<file path="src/pkg/dtmg_pkg.sv">
// Shared constants, register map and state types of the tone generator.
// Assumes a 25 MHz system clock and an AXI4-Lite master with 32-bit data.
package dtmg_pkg;

	// Clock rates; the generator clock is half the 3.58 MHz oscillator.
	localparam int unsigned SYS_CLK_HZ  = 25000000;
	localparam int unsigned GEN_CLK_HZ  = 3580000 / 2;
	localparam int unsigned ACC_SCALE   = 10000;
	localparam logic [11:0] ACC_STEP    = 12'(GEN_CLK_HZ / ACC_SCALE);
	localparam logic [11:0] ACC_MOD     = 12'(SYS_CLK_HZ / ACC_SCALE);

	// Register indices as printed; the byte address is four times the index.
	localparam logic [5:0] ROW_PITCH_IDX  = 6'h0D;
	localparam logic [5:0] COL_PITCH_IDX  = 6'h0E;
	localparam logic [5:0] TONE_CTRL_IDX  = 6'h0F;

	// Reset values of the register bits that are implemented.
	localparam logic [4:0] PITCH_RST      = 5'h00;
	localparam logic [4:0] CTRL_RST       = 5'h00;

	// Field positions inside the stored tone control bits 7:3.
	localparam int unsigned WAVE_HI_POS   = 4;
	localparam int unsigned WAVE_LO_POS   = 3;
	localparam int unsigned ROW_ON_POS    = 2;
	localparam int unsigned COL_ON_POS    = 1;
	localparam int unsigned OUT_EN_POS    = 0;

	// Waveform modes.
	localparam logic [1:0] MODE_SINE      = 2'h0;
	localparam logic [1:0] MODE_SQUARE1   = 2'h1;
	localparam logic [1:0] MODE_SQUARE2   = 2'h2;
	localparam logic [1:0] MODE_SQUARE3   = 2'h3;

	// Sine scanner and ladder levels.
	localparam logic [4:0] SCAN_LAST     = 5'h1B;
	localparam logic [5:0] MSB_MASK      = 6'h20;
	localparam logic [5:0] HALF_LEVEL    = 6'h20;
	localparam logic [6:0] MID_SUPPLY    = 7'h40;

	localparam logic [1:0] RESP_OKAY     = 2'h0;
	localparam logic [1:0] RESP_SLVERR   = 2'h2;

	typedef enum logic [1:0] {
		WR_IDLE = 2'h0,
		WR_RESP = 2'h1
	} dtmg_wr_e;

	typedef enum logic [1:0] {
		RD_IDLE = 2'h0,
		RD_DATA = 2'h1
	} dtmg_rd_e;

endpackage : dtmg_pkg

</file>
<file path="src/pkg/dtmg_path_if.sv">
// Connection between the control logic and one tone path.
// Assumes both ends run on the same clock.
`timescale 1ns/1ns
`default_nettype none
interface dtmg_path_if;
	logic       run;
	logic       square;
	logic       gen_tick;
	logic [6:0] ratio;
	logic [5:0] level;

	modport ctrl (output run, output square, output gen_tick, output ratio, input level);
	modport path (input run, input square, input gen_tick, input ratio, output level);
endinterface : dtmg_path_if
`default_nettype wire

</file>
<file path="src/verilog/dtmg_top.sv">
// Tone generator control: register file on AXI4-Lite, code validator,
// generator clock tick, two tone paths and the mixed and pacifier outputs.
// Assumes i_stop is driven by logic on i_clock, so it is not synchronised.
//
// How it works
// - Low five pitch bits set each path's tone frequency.
// - Codes 00-03 legal only for row, 10-13 only for column.
// - Any illegal pitch code disables every tone output.
// - Illegal code: pacifier high, mixed output at mid level when enabled.
// - Melody codes 04-0F and 14-1F are legal in either register.
// - Each code yields its tabulated frequency within listed deviation.
// - Control holds mode 7:6, row 5, column 4, enable 3; 2:0 zero.
// - Mode 00 sine, 01 square one, 10 square two, 11 square three.
// - Pacifier idles high, carries row square only in modes two and three.
// - Sine mode mixes both sines; square one and two mix both squares.
// - Square three mixes column square only, row square goes to pacifier.
// - Mixed output disabled while output enable is clear, also after reset.
// - Enable set with both paths off gives steady half level.
// - Stop holds pacifier high and mixed output disabled.
// - Both paths off holds all dividers and scanners in reset.
// - An enabled legal path starts from reset; paths act independently.
// - Divider reset is time step zero; scanner reset addresses dc level.
// - Each path runs only while its own enable is set.
// - Each path divides the generator clock by its code's ratio.
// - Sample pulse steps a 28-state scanner over six-bit sine entries.
// - Square modes pass only the table's top bit, same phase.
// - Pacifier comes from the row path's top table bit, unfiltered.
//
// Our own choice: the AXI4-Lite interface to the registers.
`timescale 1ns/1ns
`default_nettype none
module dtmg_top
	import dtmg_pkg::*;
(
	input  wire logic        i_clock,
	input  wire logic        i_rst_n,
	input  wire logic        i_stop,
	input  wire logic [7:0]  i_s_axi_awaddr,
	input  wire logic        i_s_axi_awvalid,
	output logic             o_s_axi_awready,
	input  wire logic [31:0] i_s_axi_wdata,
	input  wire logic [3:0]  i_s_axi_wstrb,
	input  wire logic        i_s_axi_wvalid,
	output logic             o_s_axi_wready,
	output logic [1:0]       o_s_axi_bresp,
	output logic             o_s_axi_bvalid,
	input  wire logic        i_s_axi_bready,
	input  wire logic [7:0]  i_s_axi_araddr,
	input  wire logic        i_s_axi_arvalid,
	output logic             o_s_axi_arready,
	output logic [31:0]      o_s_axi_rdata,
	output logic [1:0]       o_s_axi_rresp,
	output logic             o_s_axi_rvalid,
	input  wire logic        i_s_axi_rready,
	output logic [6:0]       o_mixed_tone_out,
	output logic             o_mixed_tone_oe,
	output logic             o_pacifier_out
);

	typedef struct packed {
		logic [4:0] row_pitch_reg;
		logic [4:0] column_pitch_reg;
		logic [4:0] tone_ctrl_reg;
		dtmg_wr_e   wr_state;
		logic       aw_held;
		logic [5:0] aw_idx;
		logic       w_held;
		logic [7:0] wdata;
		logic       wlane0;
		logic [1:0] bresp;
		dtmg_rd_e   rd_state;
		logic [7:0] rdata;
		logic [1:0] rresp;
		logic [11:0] acc;
		logic       gen_tick;
		logic [6:0] mixed;
		logic       mixed_oe;
		logic       pacifier;
	} dtmg_top_s;

	dtmg_top_s s_reg;
	dtmg_top_s s_next;

	dtmg_path_if row_if ();
	dtmg_path_if col_if ();

	// Divider ratios are round(generator clock / (28 * output frequency)).
	function automatic logic [6:0] pitch_ratio(input logic [4:0] code);
		logic [6:0] r;
		r = 7'h5C;
		case (code)
			5'h00: r = 7'h5C;
			5'h01: r = 7'h53;
			5'h02: r = 7'h4B;
			5'h03: r = 7'h44;
			5'h04: r = 7'h67;
			5'h05: r = 7'h61;
			5'h06: r = 7'h5C;
			5'h07: r = 7'h56;
			5'h08: r = 7'h52;
			5'h09: r = 7'h4D;
			5'h0A: r = 7'h49;
			5'h0B: r = 7'h45;
			5'h0C: r = 7'h41;
			5'h0D: r = 7'h3D;
			5'h0E: r = 7'h3A;
			5'h0F: r = 7'h36;
			5'h10: r = 7'h35;
			5'h11: r = 7'h30;
			5'h12: r = 7'h2B;
			5'h13: r = 7'h27;
			5'h14: r = 7'h33;
			5'h15: r = 7'h30;
			5'h16: r = 7'h2E;
			5'h17: r = 7'h2B;
			5'h18: r = 7'h29;
			5'h19: r = 7'h26;
			5'h1A: r = 7'h24;
			5'h1B: r = 7'h22;
			5'h1C: r = 7'h20;
			5'h1D: r = 7'h1F;
			5'h1E: r = 7'h1D;
			5'h1F: r = 7'h1B;
			default: r = 7'h5C;
		endcase
		return r;
	endfunction : pitch_ratio

	// Dial codes belong to one register only; melody codes suit both.
	function automatic logic code_legal(input logic [4:0] code, input logic is_row);
		logic ok;
		ok = 1'b1;
		if (is_row && code[4:2] == 3'h4) begin
			ok = 1'b0;
		end else if (!is_row && code[4:2] == 3'h0) begin
			ok = 1'b0;
		end
		return ok;
	endfunction : code_legal

	logic [1:0] mode;
	logic       row_on;
	logic       col_on;
	logic       out_en;
	logic       row_legal;
	logic       col_legal;
	logic       illegal;
	logic       wr_go;
	logic [12:0] acc_sum;

	always_comb begin
		mode    = {s_reg.tone_ctrl_reg[WAVE_HI_POS], s_reg.tone_ctrl_reg[WAVE_LO_POS]};
		row_on  = s_reg.tone_ctrl_reg[ROW_ON_POS];
		col_on  = s_reg.tone_ctrl_reg[COL_ON_POS];
		out_en  = s_reg.tone_ctrl_reg[OUT_EN_POS];
		row_legal = code_legal(s_reg.row_pitch_reg, 1'b1);
		col_legal = code_legal(s_reg.column_pitch_reg, 1'b0);
		illegal = !row_legal || !col_legal;
	end

	assign row_if.run      = row_on && row_legal && !i_stop;
	assign col_if.run      = col_on && col_legal && !i_stop;
	assign row_if.square   = mode != MODE_SINE;
	assign col_if.square   = mode != MODE_SINE;
	assign row_if.gen_tick = s_reg.gen_tick;
	assign col_if.gen_tick = s_reg.gen_tick;
	assign row_if.ratio    = pitch_ratio(s_reg.row_pitch_reg);
	assign col_if.ratio    = pitch_ratio(s_reg.column_pitch_reg);

	assign o_s_axi_awready = s_reg.wr_state == WR_IDLE && !s_reg.aw_held;
	assign o_s_axi_wready  = s_reg.wr_state == WR_IDLE && !s_reg.w_held;
	assign o_s_axi_bvalid  = s_reg.wr_state == WR_RESP;
	assign o_s_axi_bresp   = s_reg.bresp;
	assign o_s_axi_arready = s_reg.rd_state == RD_IDLE;
	assign o_s_axi_rvalid  = s_reg.rd_state == RD_DATA;
	assign o_s_axi_rdata   = {24'h000000, s_reg.rdata};
	assign o_s_axi_rresp   = s_reg.rresp;
	assign o_mixed_tone_out = s_reg.mixed;
	assign o_mixed_tone_oe  = s_reg.mixed_oe;
	assign o_pacifier_out   = s_reg.pacifier;

	always_comb begin
		s_next  = s_reg;
		wr_go   = s_reg.wr_state == WR_IDLE && s_reg.aw_held && s_reg.w_held;
		acc_sum = {1'b0, s_reg.acc} + {1'b0, ACC_STEP};

		// Address and data are taken independently and joined before the write.
		if (i_s_axi_awvalid && o_s_axi_awready) begin
			s_next.aw_held = 1'b1;
			s_next.aw_idx  = i_s_axi_awaddr[7:2];
		end
		if (i_s_axi_wvalid && o_s_axi_wready) begin
			s_next.w_held = 1'b1;
			s_next.wdata  = i_s_axi_wdata[7:0];
			s_next.wlane0 = i_s_axi_wstrb[0];
		end
		if (wr_go) begin
			s_next.aw_held  = 1'b0;
			s_next.w_held   = 1'b0;
			s_next.wr_state = WR_RESP;
			s_next.bresp    = RESP_OKAY;
			case (s_reg.aw_idx)
				ROW_PITCH_IDX: begin
					if (s_reg.wlane0) begin
						s_next.row_pitch_reg = s_reg.wdata[4:0];
					end
				end
				COL_PITCH_IDX: begin
					if (s_reg.wlane0) begin
						s_next.column_pitch_reg = s_reg.wdata[4:0];
					end
				end
				TONE_CTRL_IDX: begin
					if (s_reg.wlane0) begin
						s_next.tone_ctrl_reg = s_reg.wdata[7:3];
					end
				end
				default: begin
					s_next.bresp = RESP_SLVERR;
				end
			endcase
		end else if (s_reg.wr_state == WR_RESP && i_s_axi_bready) begin
			s_next.wr_state = WR_IDLE;
		end

		if (i_s_axi_arvalid && o_s_axi_arready) begin
			s_next.rd_state = RD_DATA;
			s_next.rresp    = RESP_OKAY;
			case (i_s_axi_araddr[7:2])
				ROW_PITCH_IDX: s_next.rdata = {3'h0, s_reg.row_pitch_reg};
				COL_PITCH_IDX: s_next.rdata = {3'h0, s_reg.column_pitch_reg};
				TONE_CTRL_IDX: s_next.rdata = {s_reg.tone_ctrl_reg, 3'h0};
				default: begin
					s_next.rdata = 8'h00;
					s_next.rresp = RESP_SLVERR;
				end
			endcase
		end else if (s_reg.rd_state == RD_DATA && i_s_axi_rready) begin
			s_next.rd_state = RD_IDLE;
		end

		// Fractional accumulator makes the generator clock tick; the jitter of
		// one system cycle is far below one sample step.
		// Generator clock tick.
		s_next.gen_tick = 1'b0;
		if (!i_stop) begin
			if (acc_sum >= {1'b0, ACC_MOD}) begin
				s_next.acc      = 12'(acc_sum - {1'b0, ACC_MOD});
				s_next.gen_tick = 1'b1;
			end else begin
				s_next.acc = acc_sum[11:0];
			end
		end

		if (illegal) begin
			s_next.mixed = MID_SUPPLY;
		end else if (mode == MODE_SQUARE3) begin
			s_next.mixed = {1'b0, col_if.level} + {1'b0, HALF_LEVEL};
		end else begin
			s_next.mixed = {1'b0, row_if.level} + {1'b0, col_if.level};
		end

		s_next.mixed_oe = out_en && !i_stop;

		if (i_stop || illegal || mode == MODE_SINE || mode == MODE_SQUARE1) begin
			s_next.pacifier = 1'b1;
		end else begin
			s_next.pacifier = row_if.level[5];
		end
	end

	always_ff @(posedge i_clock) begin
		if (!i_rst_n) begin
			s_reg <= '{row_pitch_reg: PITCH_RST, column_pitch_reg: PITCH_RST,
				tone_ctrl_reg: CTRL_RST, wr_state: WR_IDLE, aw_held: 1'b0,
				aw_idx: 6'h00, w_held: 1'b0, wdata: 8'h00, wlane0: 1'b0,
				bresp: RESP_OKAY, rd_state: RD_IDLE, rdata: 8'h00, rresp: RESP_OKAY,
				acc: 12'h000, gen_tick: 1'b0, mixed: MID_SUPPLY, mixed_oe: 1'b0,
				pacifier: 1'b1};
		end else begin
			s_reg <= s_next;
		end
	end

	dtmg_tone_path u_row_path (
		.i_clock (i_clock),
		.i_rst_n (i_rst_n),
		.p       (row_if.path)
	);

	dtmg_tone_path u_col_path (
		.i_clock (i_clock),
		.i_rst_n (i_rst_n),
		.p       (col_if.path)
	);
endmodule : dtmg_top
`default_nettype wire

</file>
<file path="src/verilog/dtmg_tone_path.sv">
// One tone path: sample-rate divider, 28-step scanner and sine level table.
// Assumes gen_tick is a one-cycle pulse at the generator clock rate.
`timescale 1ns/1ns
`default_nettype none
module dtmg_tone_path
	import dtmg_pkg::*;
(
	input  wire logic  i_clock,
	input  wire logic  i_rst_n,
	dtmg_path_if.path  p
);

	typedef struct packed {
		logic [6:0] div_cnt;
		logic [4:0] scan;
		logic [5:0] level;
	} dtmg_path_s;

	dtmg_path_s s_reg;
	dtmg_path_s s_next;

	// Entry zero is the dc level, so a held path sits at mid scale.
	function automatic logic [5:0] sine_table(input logic [4:0] idx);
		logic [5:0] v;
		v = 6'h20;
		case (idx)
			5'h00: v = 6'h20;
			5'h01: v = 6'h27;
			5'h02: v = 6'h2D;
			5'h03: v = 6'h33;
			5'h04: v = 6'h38;
			5'h05: v = 6'h3C;
			5'h06: v = 6'h3E;
			5'h07: v = 6'h3F;
			5'h08: v = 6'h3E;
			5'h09: v = 6'h3C;
			5'h0A: v = 6'h38;
			5'h0B: v = 6'h33;
			5'h0C: v = 6'h2D;
			5'h0D: v = 6'h27;
			5'h0E: v = 6'h20;
			5'h0F: v = 6'h19;
			5'h10: v = 6'h13;
			5'h11: v = 6'h0D;
			5'h12: v = 6'h08;
			5'h13: v = 6'h04;
			5'h14: v = 6'h02;
			5'h15: v = 6'h01;
			5'h16: v = 6'h02;
			5'h17: v = 6'h04;
			5'h18: v = 6'h08;
			5'h19: v = 6'h0D;
			5'h1A: v = 6'h13;
			5'h1B: v = 6'h19;
			default: v = 6'h20;
		endcase
		return v;
	endfunction : sine_table

	always_comb begin
		s_next = s_reg;
		if (!p.run) begin
			s_next.div_cnt = 7'h00;
			s_next.scan    = 5'h00;
		end else if (p.gen_tick) begin
			if (s_reg.div_cnt >= p.ratio - 7'h01) begin
				s_next.div_cnt = 7'h00;
				s_next.scan = (s_reg.scan == SCAN_LAST) ? 5'h00 : s_reg.scan + 5'h01;
			end else begin
				s_next.div_cnt = s_reg.div_cnt + 7'h01;
			end
		end
		s_next.level = p.square ? (sine_table(s_reg.scan) & MSB_MASK) : sine_table(s_reg.scan);
	end

	always_ff @(posedge i_clock) begin
		if (!i_rst_n) begin
			s_reg <= '{div_cnt: 7'h00, scan: 5'h00, level: HALF_LEVEL};
		end else begin
			s_reg <= s_next;
		end
	end

	assign p.level = s_reg.level;
endmodule : dtmg_tone_path
`default_nettype wire

</file>
<file path="config.mk">
export PLATFORM = sky130hd
export DESIGN_NAME = dtmg_top
export DESIGN_NICKNAME = d
export VERILOG_FILES = /design/src/pkg/dtmg_pkg.sv /design/src/pkg/dtmg_path_if.sv /design/src/verilog/dtmg_top.sv /design/src/verilog/dtmg_tone_path.sv
export SDC_FILE = /design/constraint.sdc
export NUM_CORES = 1
export LEC_CHECK = 0
export ABC_AREA = 1
export ABC_CLOCK_PERIOD_IN_PS = 2700
export BUFFER_PORTS_ARGS = -buffer_cell sky130_fd_sc_hd__buf_2
export CAP_MARGIN = 40
export CORE_ASPECT_RATIO = 0.75
export CORE_MARGIN = 2
export CORE_UTILIZATION = 45
export CTS_BUF_LIST = sky130_fd_sc_hd__clkbuf_16
export DETAILED_ROUTE_END_ITERATION = 10
export GPL_TIMING_DRIVEN = 0
export PLACE_DENSITY_LB_ADDON = 0.25
export SYNTH_ARGS = -nofsm -noshare
export SYNTH_HDL_FRONTEND = slang
export SYNTH_SLANG_ARGS = --single-unit
</file>
<file path="constraint.sdc">
create_clock -name i_clock -period 2.7 [get_ports i_clock]
set_input_delay 0.54 -clock i_clock [delete_from_list [all_inputs] [get_ports i_clock]]
set_output_delay 0.54 -clock i_clock [all_outputs]
set_load 0.005 [all_outputs]
</file>
==> results.sh, run 1 <==
export IMPL_synth_largest_area_cell="dfxtp_1"
export IMPL_synth_top_area_share_pct=32.8
export IMPL_r2r_slack_ns=-0.15
export IMPL_cp_max_fo=8
export IMPL_wire_per_inst_um=12.3
export IMPL_ys_seq_area_share_pct=32.8
export IMPL_ys_flop_type="dfxtp_1"
export IMPL_clkTransAtPathRegs_ns=0.06
export IMPL_cp_start_kind="flop"
export IMPL_grt_pass1_wl_um=30500
export IMPL_n_fill_cell=1543
export IMPL_hold_buffers=0
export IMPL_cts_buffer_depth=2
export IMPL_relSlewSlack_pct=56.7
export IMPL_cts_sinks=128
export IMPL_synth_common_cells="nand2_1 (266), nor2_1 (146), dfxtp_1 (128)"
export IMPL_grtUsageTotal_pct=20.0
export IMPL_p_per_area_nw_per_um2=477
export IMPL_core_area_um2=16900
export IMPL_grt_overflow=0
export IMPL_worst_setup_path_type="flop to flop"
export IMPL_yosys_warnings=0
export IMPL_crit_arrival_ns=3.14
export IMPL_grt_max_degree=17
export IMPL_gp_congestion=0.868
export IMPL_clock_fmax_mhz=351
export IMPL_postSynthCellCount=1141
export IMPL_die_w_um=156
export IMPL_num_rows=41
export IMPL_grt_pass1_vias=6669
export IMPL_avgViaCountPerCell=4.94
export IMPL_violations="negative setup slack"
export IMPL_drc=0
export IMPL_async_flop_share_pct=0
export IMPL_clk_latency_ns=0.42
export IMPL_maxCapViolCount=0
export IMPL_pin_count=110
export IMPL_cp_required_ns=2.99
export IMPL_antenna_found_initial=0
export IMPL_io_buffers=51
export IMPL_synth_seq_cells=128
export IMPL_total_power_mw=4.71
export IMPL_diodes=0
export IMPL_fin_ws_ns=-0.149
export IMPL_slew_violations=0
export IMPL_die_area_um2=18400
export IMPL_nNetsFinal=1393
export IMPL_areaGrowthSynthToFinish_pct=26.4
export IMPL_avgSynthCellArea_um2=6.85
export IMPL_p_leak_nw=4.80
export IMPL_worst_slew_pin_slew_ns=0.649
export IMPL_routed_wl_um=18500
export IMPL_largest_reg_flops=41
export IMPL_vdd_drop_max_v=0.000347
export IMPL_synthTopCellsByArea="dfxtp_1 (33%), nand2_1 (13%), ha_1 (9.0%)"
export IMPL_rr_startpoint="col_if.ratio[0]"
export IMPL_syn_area_um2=7810
export IMPL_hold_class="input pin to flop"
export IMPL_synth_most_common_cell="nand2_1"
export IMPL_rsz0062_at_grt="true"
export IMPL_end_kind="flop"
export IMPL_synth_edff_count=0
export IMPL_start_util_pct=46.2
export IMPL_setup_viol=7
export IMPL_ant_nets=0
export IMPL_final_layout_size_suffix_gt1_share_pct=24.3
export IMPL_min_from="i_s_axi_bready"
export IMPL_outcome="finished, violations left"
export IMPL_dr_pass1_iters=5
export IMPL_worstRegToRegCells=21
export IMPL_die_y_um=118
export IMPL_clockRootBuffer="clkbuf_16"
export IMPL_post_route_util_pct=58.3
export IMPL_cts_tree="yes"
export IMPL_route_vias_total=7418
export IMPL_multi_input_area_um2=4900
export IMPL_finalCritPeriodShare_pct=106
export IMPL_fin_crit_ns=2.85
export IMPL_finalHoldViolCount=0
export IMPL_hpwl_um=12900
export IMPL_seqCellArea_um2=2570
export IMPL_skew_ns=0.0134
export IMPL_synth_distinct_cells=45
export IMPL_drtIter0Drc=503
export IMPL_cts_max_level=4
export IMPL_startpoint="col_if.ratio[0]"
export IMPL_numCtsBuffers=17
cell type report:
cell class	count	area share, %
multi-input cells	836	49.6
flip-flops and latches	128	26.0
repair buffers	91	5.75
inverters	138	5.50
plain buffers	64	4.60
clock buffers	17	4.31
well taps	215	2.72
clock inverters	13	1.51
metrics by stage:
stage	setup slack, ns	area [µm²]	TNS [ns]	cells	hold WS [ns]
2_1_floorplan	0.000218	7980	0	1166	0.393
3_3_place_gp	-0.390	8500	-3.14	1432	0.394
3_5_place_dp	-0.387	8520	-3.33	1433	0.397
4_1_cts	-0.0790	9410	-0.352	1484	0.369
5_1_grt	-0.366	9880	-2.88	1502	0.390
6_report	-0.149	9880	-0.550	1502	0.376
routing by layer:
metal  up-vias  routed length (µm)  global-route usage (%)
met4         0                 251                    5.79
met2       176                8330                    31.3
li1       3876                   -                       -
met5         -                   0                       0
met3        24                 740                    3.13
met1      3342                9210                    28.4
where the power goes:
| group | total [mW] | switching (mW) | internal (mW) |
|---|---|---|---|
| clock | 2.26 | 0.838 | 1.43 |
| sequential | 1.99 | 0.0453 | 1.94 |
| combinational | 0.465 | 0.290 | 0.175 |
| total | 4.71 | 1.17 | 3.54 |
timing repair:
action / CTS / global route
resized for setup: 51 / 103
buffers inserted: 21 / 17
setup endpoints to repair: 12 / 24
cloned: 0 / 1
pin swaps: 30 / 41
cell families after synthesis:
family | after synthesis | synth area share [%]
buf+inv | 202 | 12.1
fa+ha+maj | 57 | 9.22
flops | 128 | 32.8
simple gates | 558 | 31.0
other cells | 1 | 0.0480
compound gates | 162 | 11.2
xor+xnor | 33 | 3.70
worst min-delay path by stage:
stage / endpoint / slack [ns] / depth (start not counted)
after global routing: s_reg[39] / 0.39 / 3
after detailed placement: u_row_path.p.level[4] / 0.40 / 2
final: s_reg[53] / 0.38 / 4
after floorplan: u_col_path.p.level[5] / 0.39 / 1
after global placement: u_row_path.p.level[5] / 0.39 / 1
after CTS: s_reg[53] / 0.37 / 4
critical path, cell delays in order (launching register included):
cell,delay [ns]
dfxtp_2,0.31
inv_2,0.08
ha_4,0.15
nand2_4,0.06
nor3_4,0.13
xnor2_1,0.14
ha_1,0.28
a21oi_2,0.13
o21a_1,0.17
nand3_4,0.13
nand2_8,0.14
inv_4,0.04
nand2_2,0.05
nand2_2,0.07
nor2_4,0.12
inv_2,0.08
ha_4,0.28
inv_2,0.04
nand3_2,0.06
nand3_2,0.08
o211ai_1,0.11
nand2_1,0.08
cells in the final DEF (no fill, tap or decap), drive strengths merged, types with 2 or more instances in the layout:
cell type	Yosys	layout
or2	4	4
o21a	5	5
nand4	13	13
and3	3	3
ha	56	56
a21oi	60	60
bufinv	0	3
buf	52	143
nand3	88	88
xnor2	10	10
clkinvlp	0	3
o21ai	82	82
inv	137	138
dfxtp	128	128
clkinv	1	7
xor2	23	23
a22oi	2	2
nor2	153	153
o211ai	7	7
clkbuf	12	28
nand2	268	268
nor3	26	26
conb	1	26
Note: power is estimated with default switching activity, not from simulation.
==> run 2: changes to the inputs <==
- CORE_UTILIZATION: 45 -> 46
==> run 2 against run 1 <==
Effect of this change:
- the run still ends with negative setup slack left
- combinational power hardly changed
- count of clock-buffer cells in the layout stayed put
- die area is 2.1% lower
- non-clock buffer count is 5 lower
- clock skew is 0.0025 ns lower
- sequential share of layout area is 0.37 points higher
- cell count is 0.20% lower
- sequential cell count stayed put
- worst setup slack better by 0.0043 ns
- total power is 2.6% higher
- largest cell class unchanged
- highest routed layer unchanged
==> results.sh, run 2 (synthesis gave the netlist of run 1 again) <==
export IMPL_num_rows=41
export IMPL_numCtsBuffers=17
export IMPL_drc=0
export IMPL_core_area_um2=16700
export IMPL_clkTransAtPathRegs_ns=0.06
export IMPL_cp_required_ns=3.02
export IMPL_finalHoldViolCount=0
export IMPL_start_util_pct=46.7
export IMPL_skew_ns=0.0109
export IMPL_cp_start_kind="flop"
export IMPL_p_leak_nw=4.80
export IMPL_grt_max_degree=17
export IMPL_vdd_drop_max_v=0.000398
export IMPL_die_area_um2=18100
export IMPL_ant_nets=0
export IMPL_avgViaCountPerCell=4.91
export IMPL_drtIter0Drc=547
export IMPL_total_power_mw=4.84
export IMPL_hold_class="input pin to flop"
export IMPL_fin_hold_ws_ns=0.355
export IMPL_antenna_found_initial=0
export IMPL_grtUsageTotal_pct=20.5
export IMPL_clk_latency_ns=0.44
export IMPL_cts_tree="yes"
export IMPL_relSlewSlack_pct=58.0
export IMPL_fin_crit_ns=2.85
export IMPL_n_fill_cell=1562
export IMPL_cts_sinks=128
export IMPL_wire_per_inst_um=12.2
export IMPL_route_vias_total=7356
export IMPL_dr_pass1_iters=5
export IMPL_cp_max_fo=8
export IMPL_path_common_cell="inv_2"
export IMPL_path_cells="inv_2 -> ha_4 -> nand2_4 -> buf_4 -> xor2_1 -> ha_1 -> nand2_1 -> nor2_4 -> nand4_1 -> nand3_4 -> nand2_8 -> nand2_2 -> nand2_4 -> nor2_4 -> inv_2 -> ha_4 -> inv_2 -> nand3_2 -> nand3_2 -> o211ai_1 -> nand2_1"
export IMPL_largest_reg_flops=41
export IMPL_cts_max_level=4
export IMPL_multi_input_area_um2=4750
export IMPL_diodes=0
export IMPL_final_common_cell="nand2_1"
export IMPL_die_y_um=117
export IMPL_finalCritPeriodShare_pct=105
export IMPL_cp_slowest_cell="dfxtp_2"
export IMPL_setup_viol=8
export IMPL_cp_num_buf_inv=4
export IMPL_maxCapViolCount=0
export IMPL_routed_wl_um=18300
export IMPL_clock_fmax_mhz=351
export IMPL_end_kind="flop"
export IMPL_gp_congestion=0.871
export IMPL_io_buffers=51
export IMPL_die_w_um=154
export IMPL_pin_count=110
export IMPL_rsz0062_at_grt="true"
export IMPL_r2r_slack_ns=-0.15
export IMPL_grt_pass1_wl_um=30100
export IMPL_worst_setup_path_type="flop to flop"
export IMPL_seqCellArea_um2=2560
export IMPL_critPathMaxStageDelay_ns=0.33
export IMPL_grt_pass1_vias=6452
export IMPL_cts_buffer_depth=2
export IMPL_slew_violations=0
export IMPL_final_layout_size_suffix_gt1_share_pct=21.9
export IMPL_crit_arrival_ns=3.16
export IMPL_worst_slew_pin_slew_ns=0.630
export IMPL_clockRootBuffer="clkbuf_16"
export IMPL_grt_overflow=0
export IMPL_nNetsFinal=1388
export IMPL_hpwl_um=12900
export IMPL_path_delay_family="simple AND/OR/NAND/NOR gates"
export IMPL_p_per_area_nw_per_um2=497
export IMPL_outcome="finished, violations left"
export IMPL_place_inst=1433
export IMPL_layout_cells_non_filler=1499
export IMPL_final_cell_mix="nand2_1 (243), nor2_1 (140), dfxtp_1 (126)"
export IMPL_fin_ws_ns=-0.145
export IMPL_areaGrowthSynthToFinish_pct=24.4
export IMPL_violations="negative setup slack"
## run 2: final cells by class
type	instances	area share, %
buffer	64	4.70
clock buffer	17	4.38
clock inverter	15	1.85
inverter	138	5.48
multi-input combinational	836	48.9
sequential	128	26.4
tap	215	2.77
timing repair buffer	86	5.57
## run 2: metrics by stage
stage	worst slack, ns	setup TNS (ns)	utilization (%)	area [µm²]
after detailed placement	-0.436	-3.56	50.9	8510
after floorplan	0.000218	0	-	7980
after global placement	-0.409	-3.28	50.9	8500
final	-0.145	-0.681	58.1	9720
after CTS	-0.144	-0.682	56.0	9360
after global routing	-0.325	-2.69	58.1	9720
## run 2: power by group
group,internal [mW],leakage [nW],total [mW],switching [mW]
Clock,1.46,0.293,2.38,0.923
Combinational,0.175,3.47,0.467,0.292
Sequential,1.94,1.04,1.99,0.0450
Total,3.58,4.80,4.84,1.26
## run 2: timing repair
item                                    in CTS  in global routing
endpoints found under the setup margin      12                 23
buffers inserted                            14                 19
cloned                                       0                  1
resized for setup                           43                 63
pin swaps                                   27                 16
hold buffers                                 0                  0
## run 2: path summary, 6_finish.rpt
kind	startpoint	end	depth (start not counted)
hold reg to reg	flop	u_row_path.p.level[1]	2
setup reg to reg	col_if.ratio[1]	flop	21
hold / removal	i_s_axi_wdata[2]	s_reg[39]	3
setup / recovery	col_if.ratio[1]	flop	21
## run 2: worst min-delay path, stage by stage
cell	delay, ns
buf_2	0.07
o21ai_0	0.07
nor2_1	0.07
## run 2: metal layers
metal	track usage, %	part of all wire, %
met5	0	0
met4	7.47	1.3
met3	4.34	5.8
met2	31.7	44
met1	28.6	49
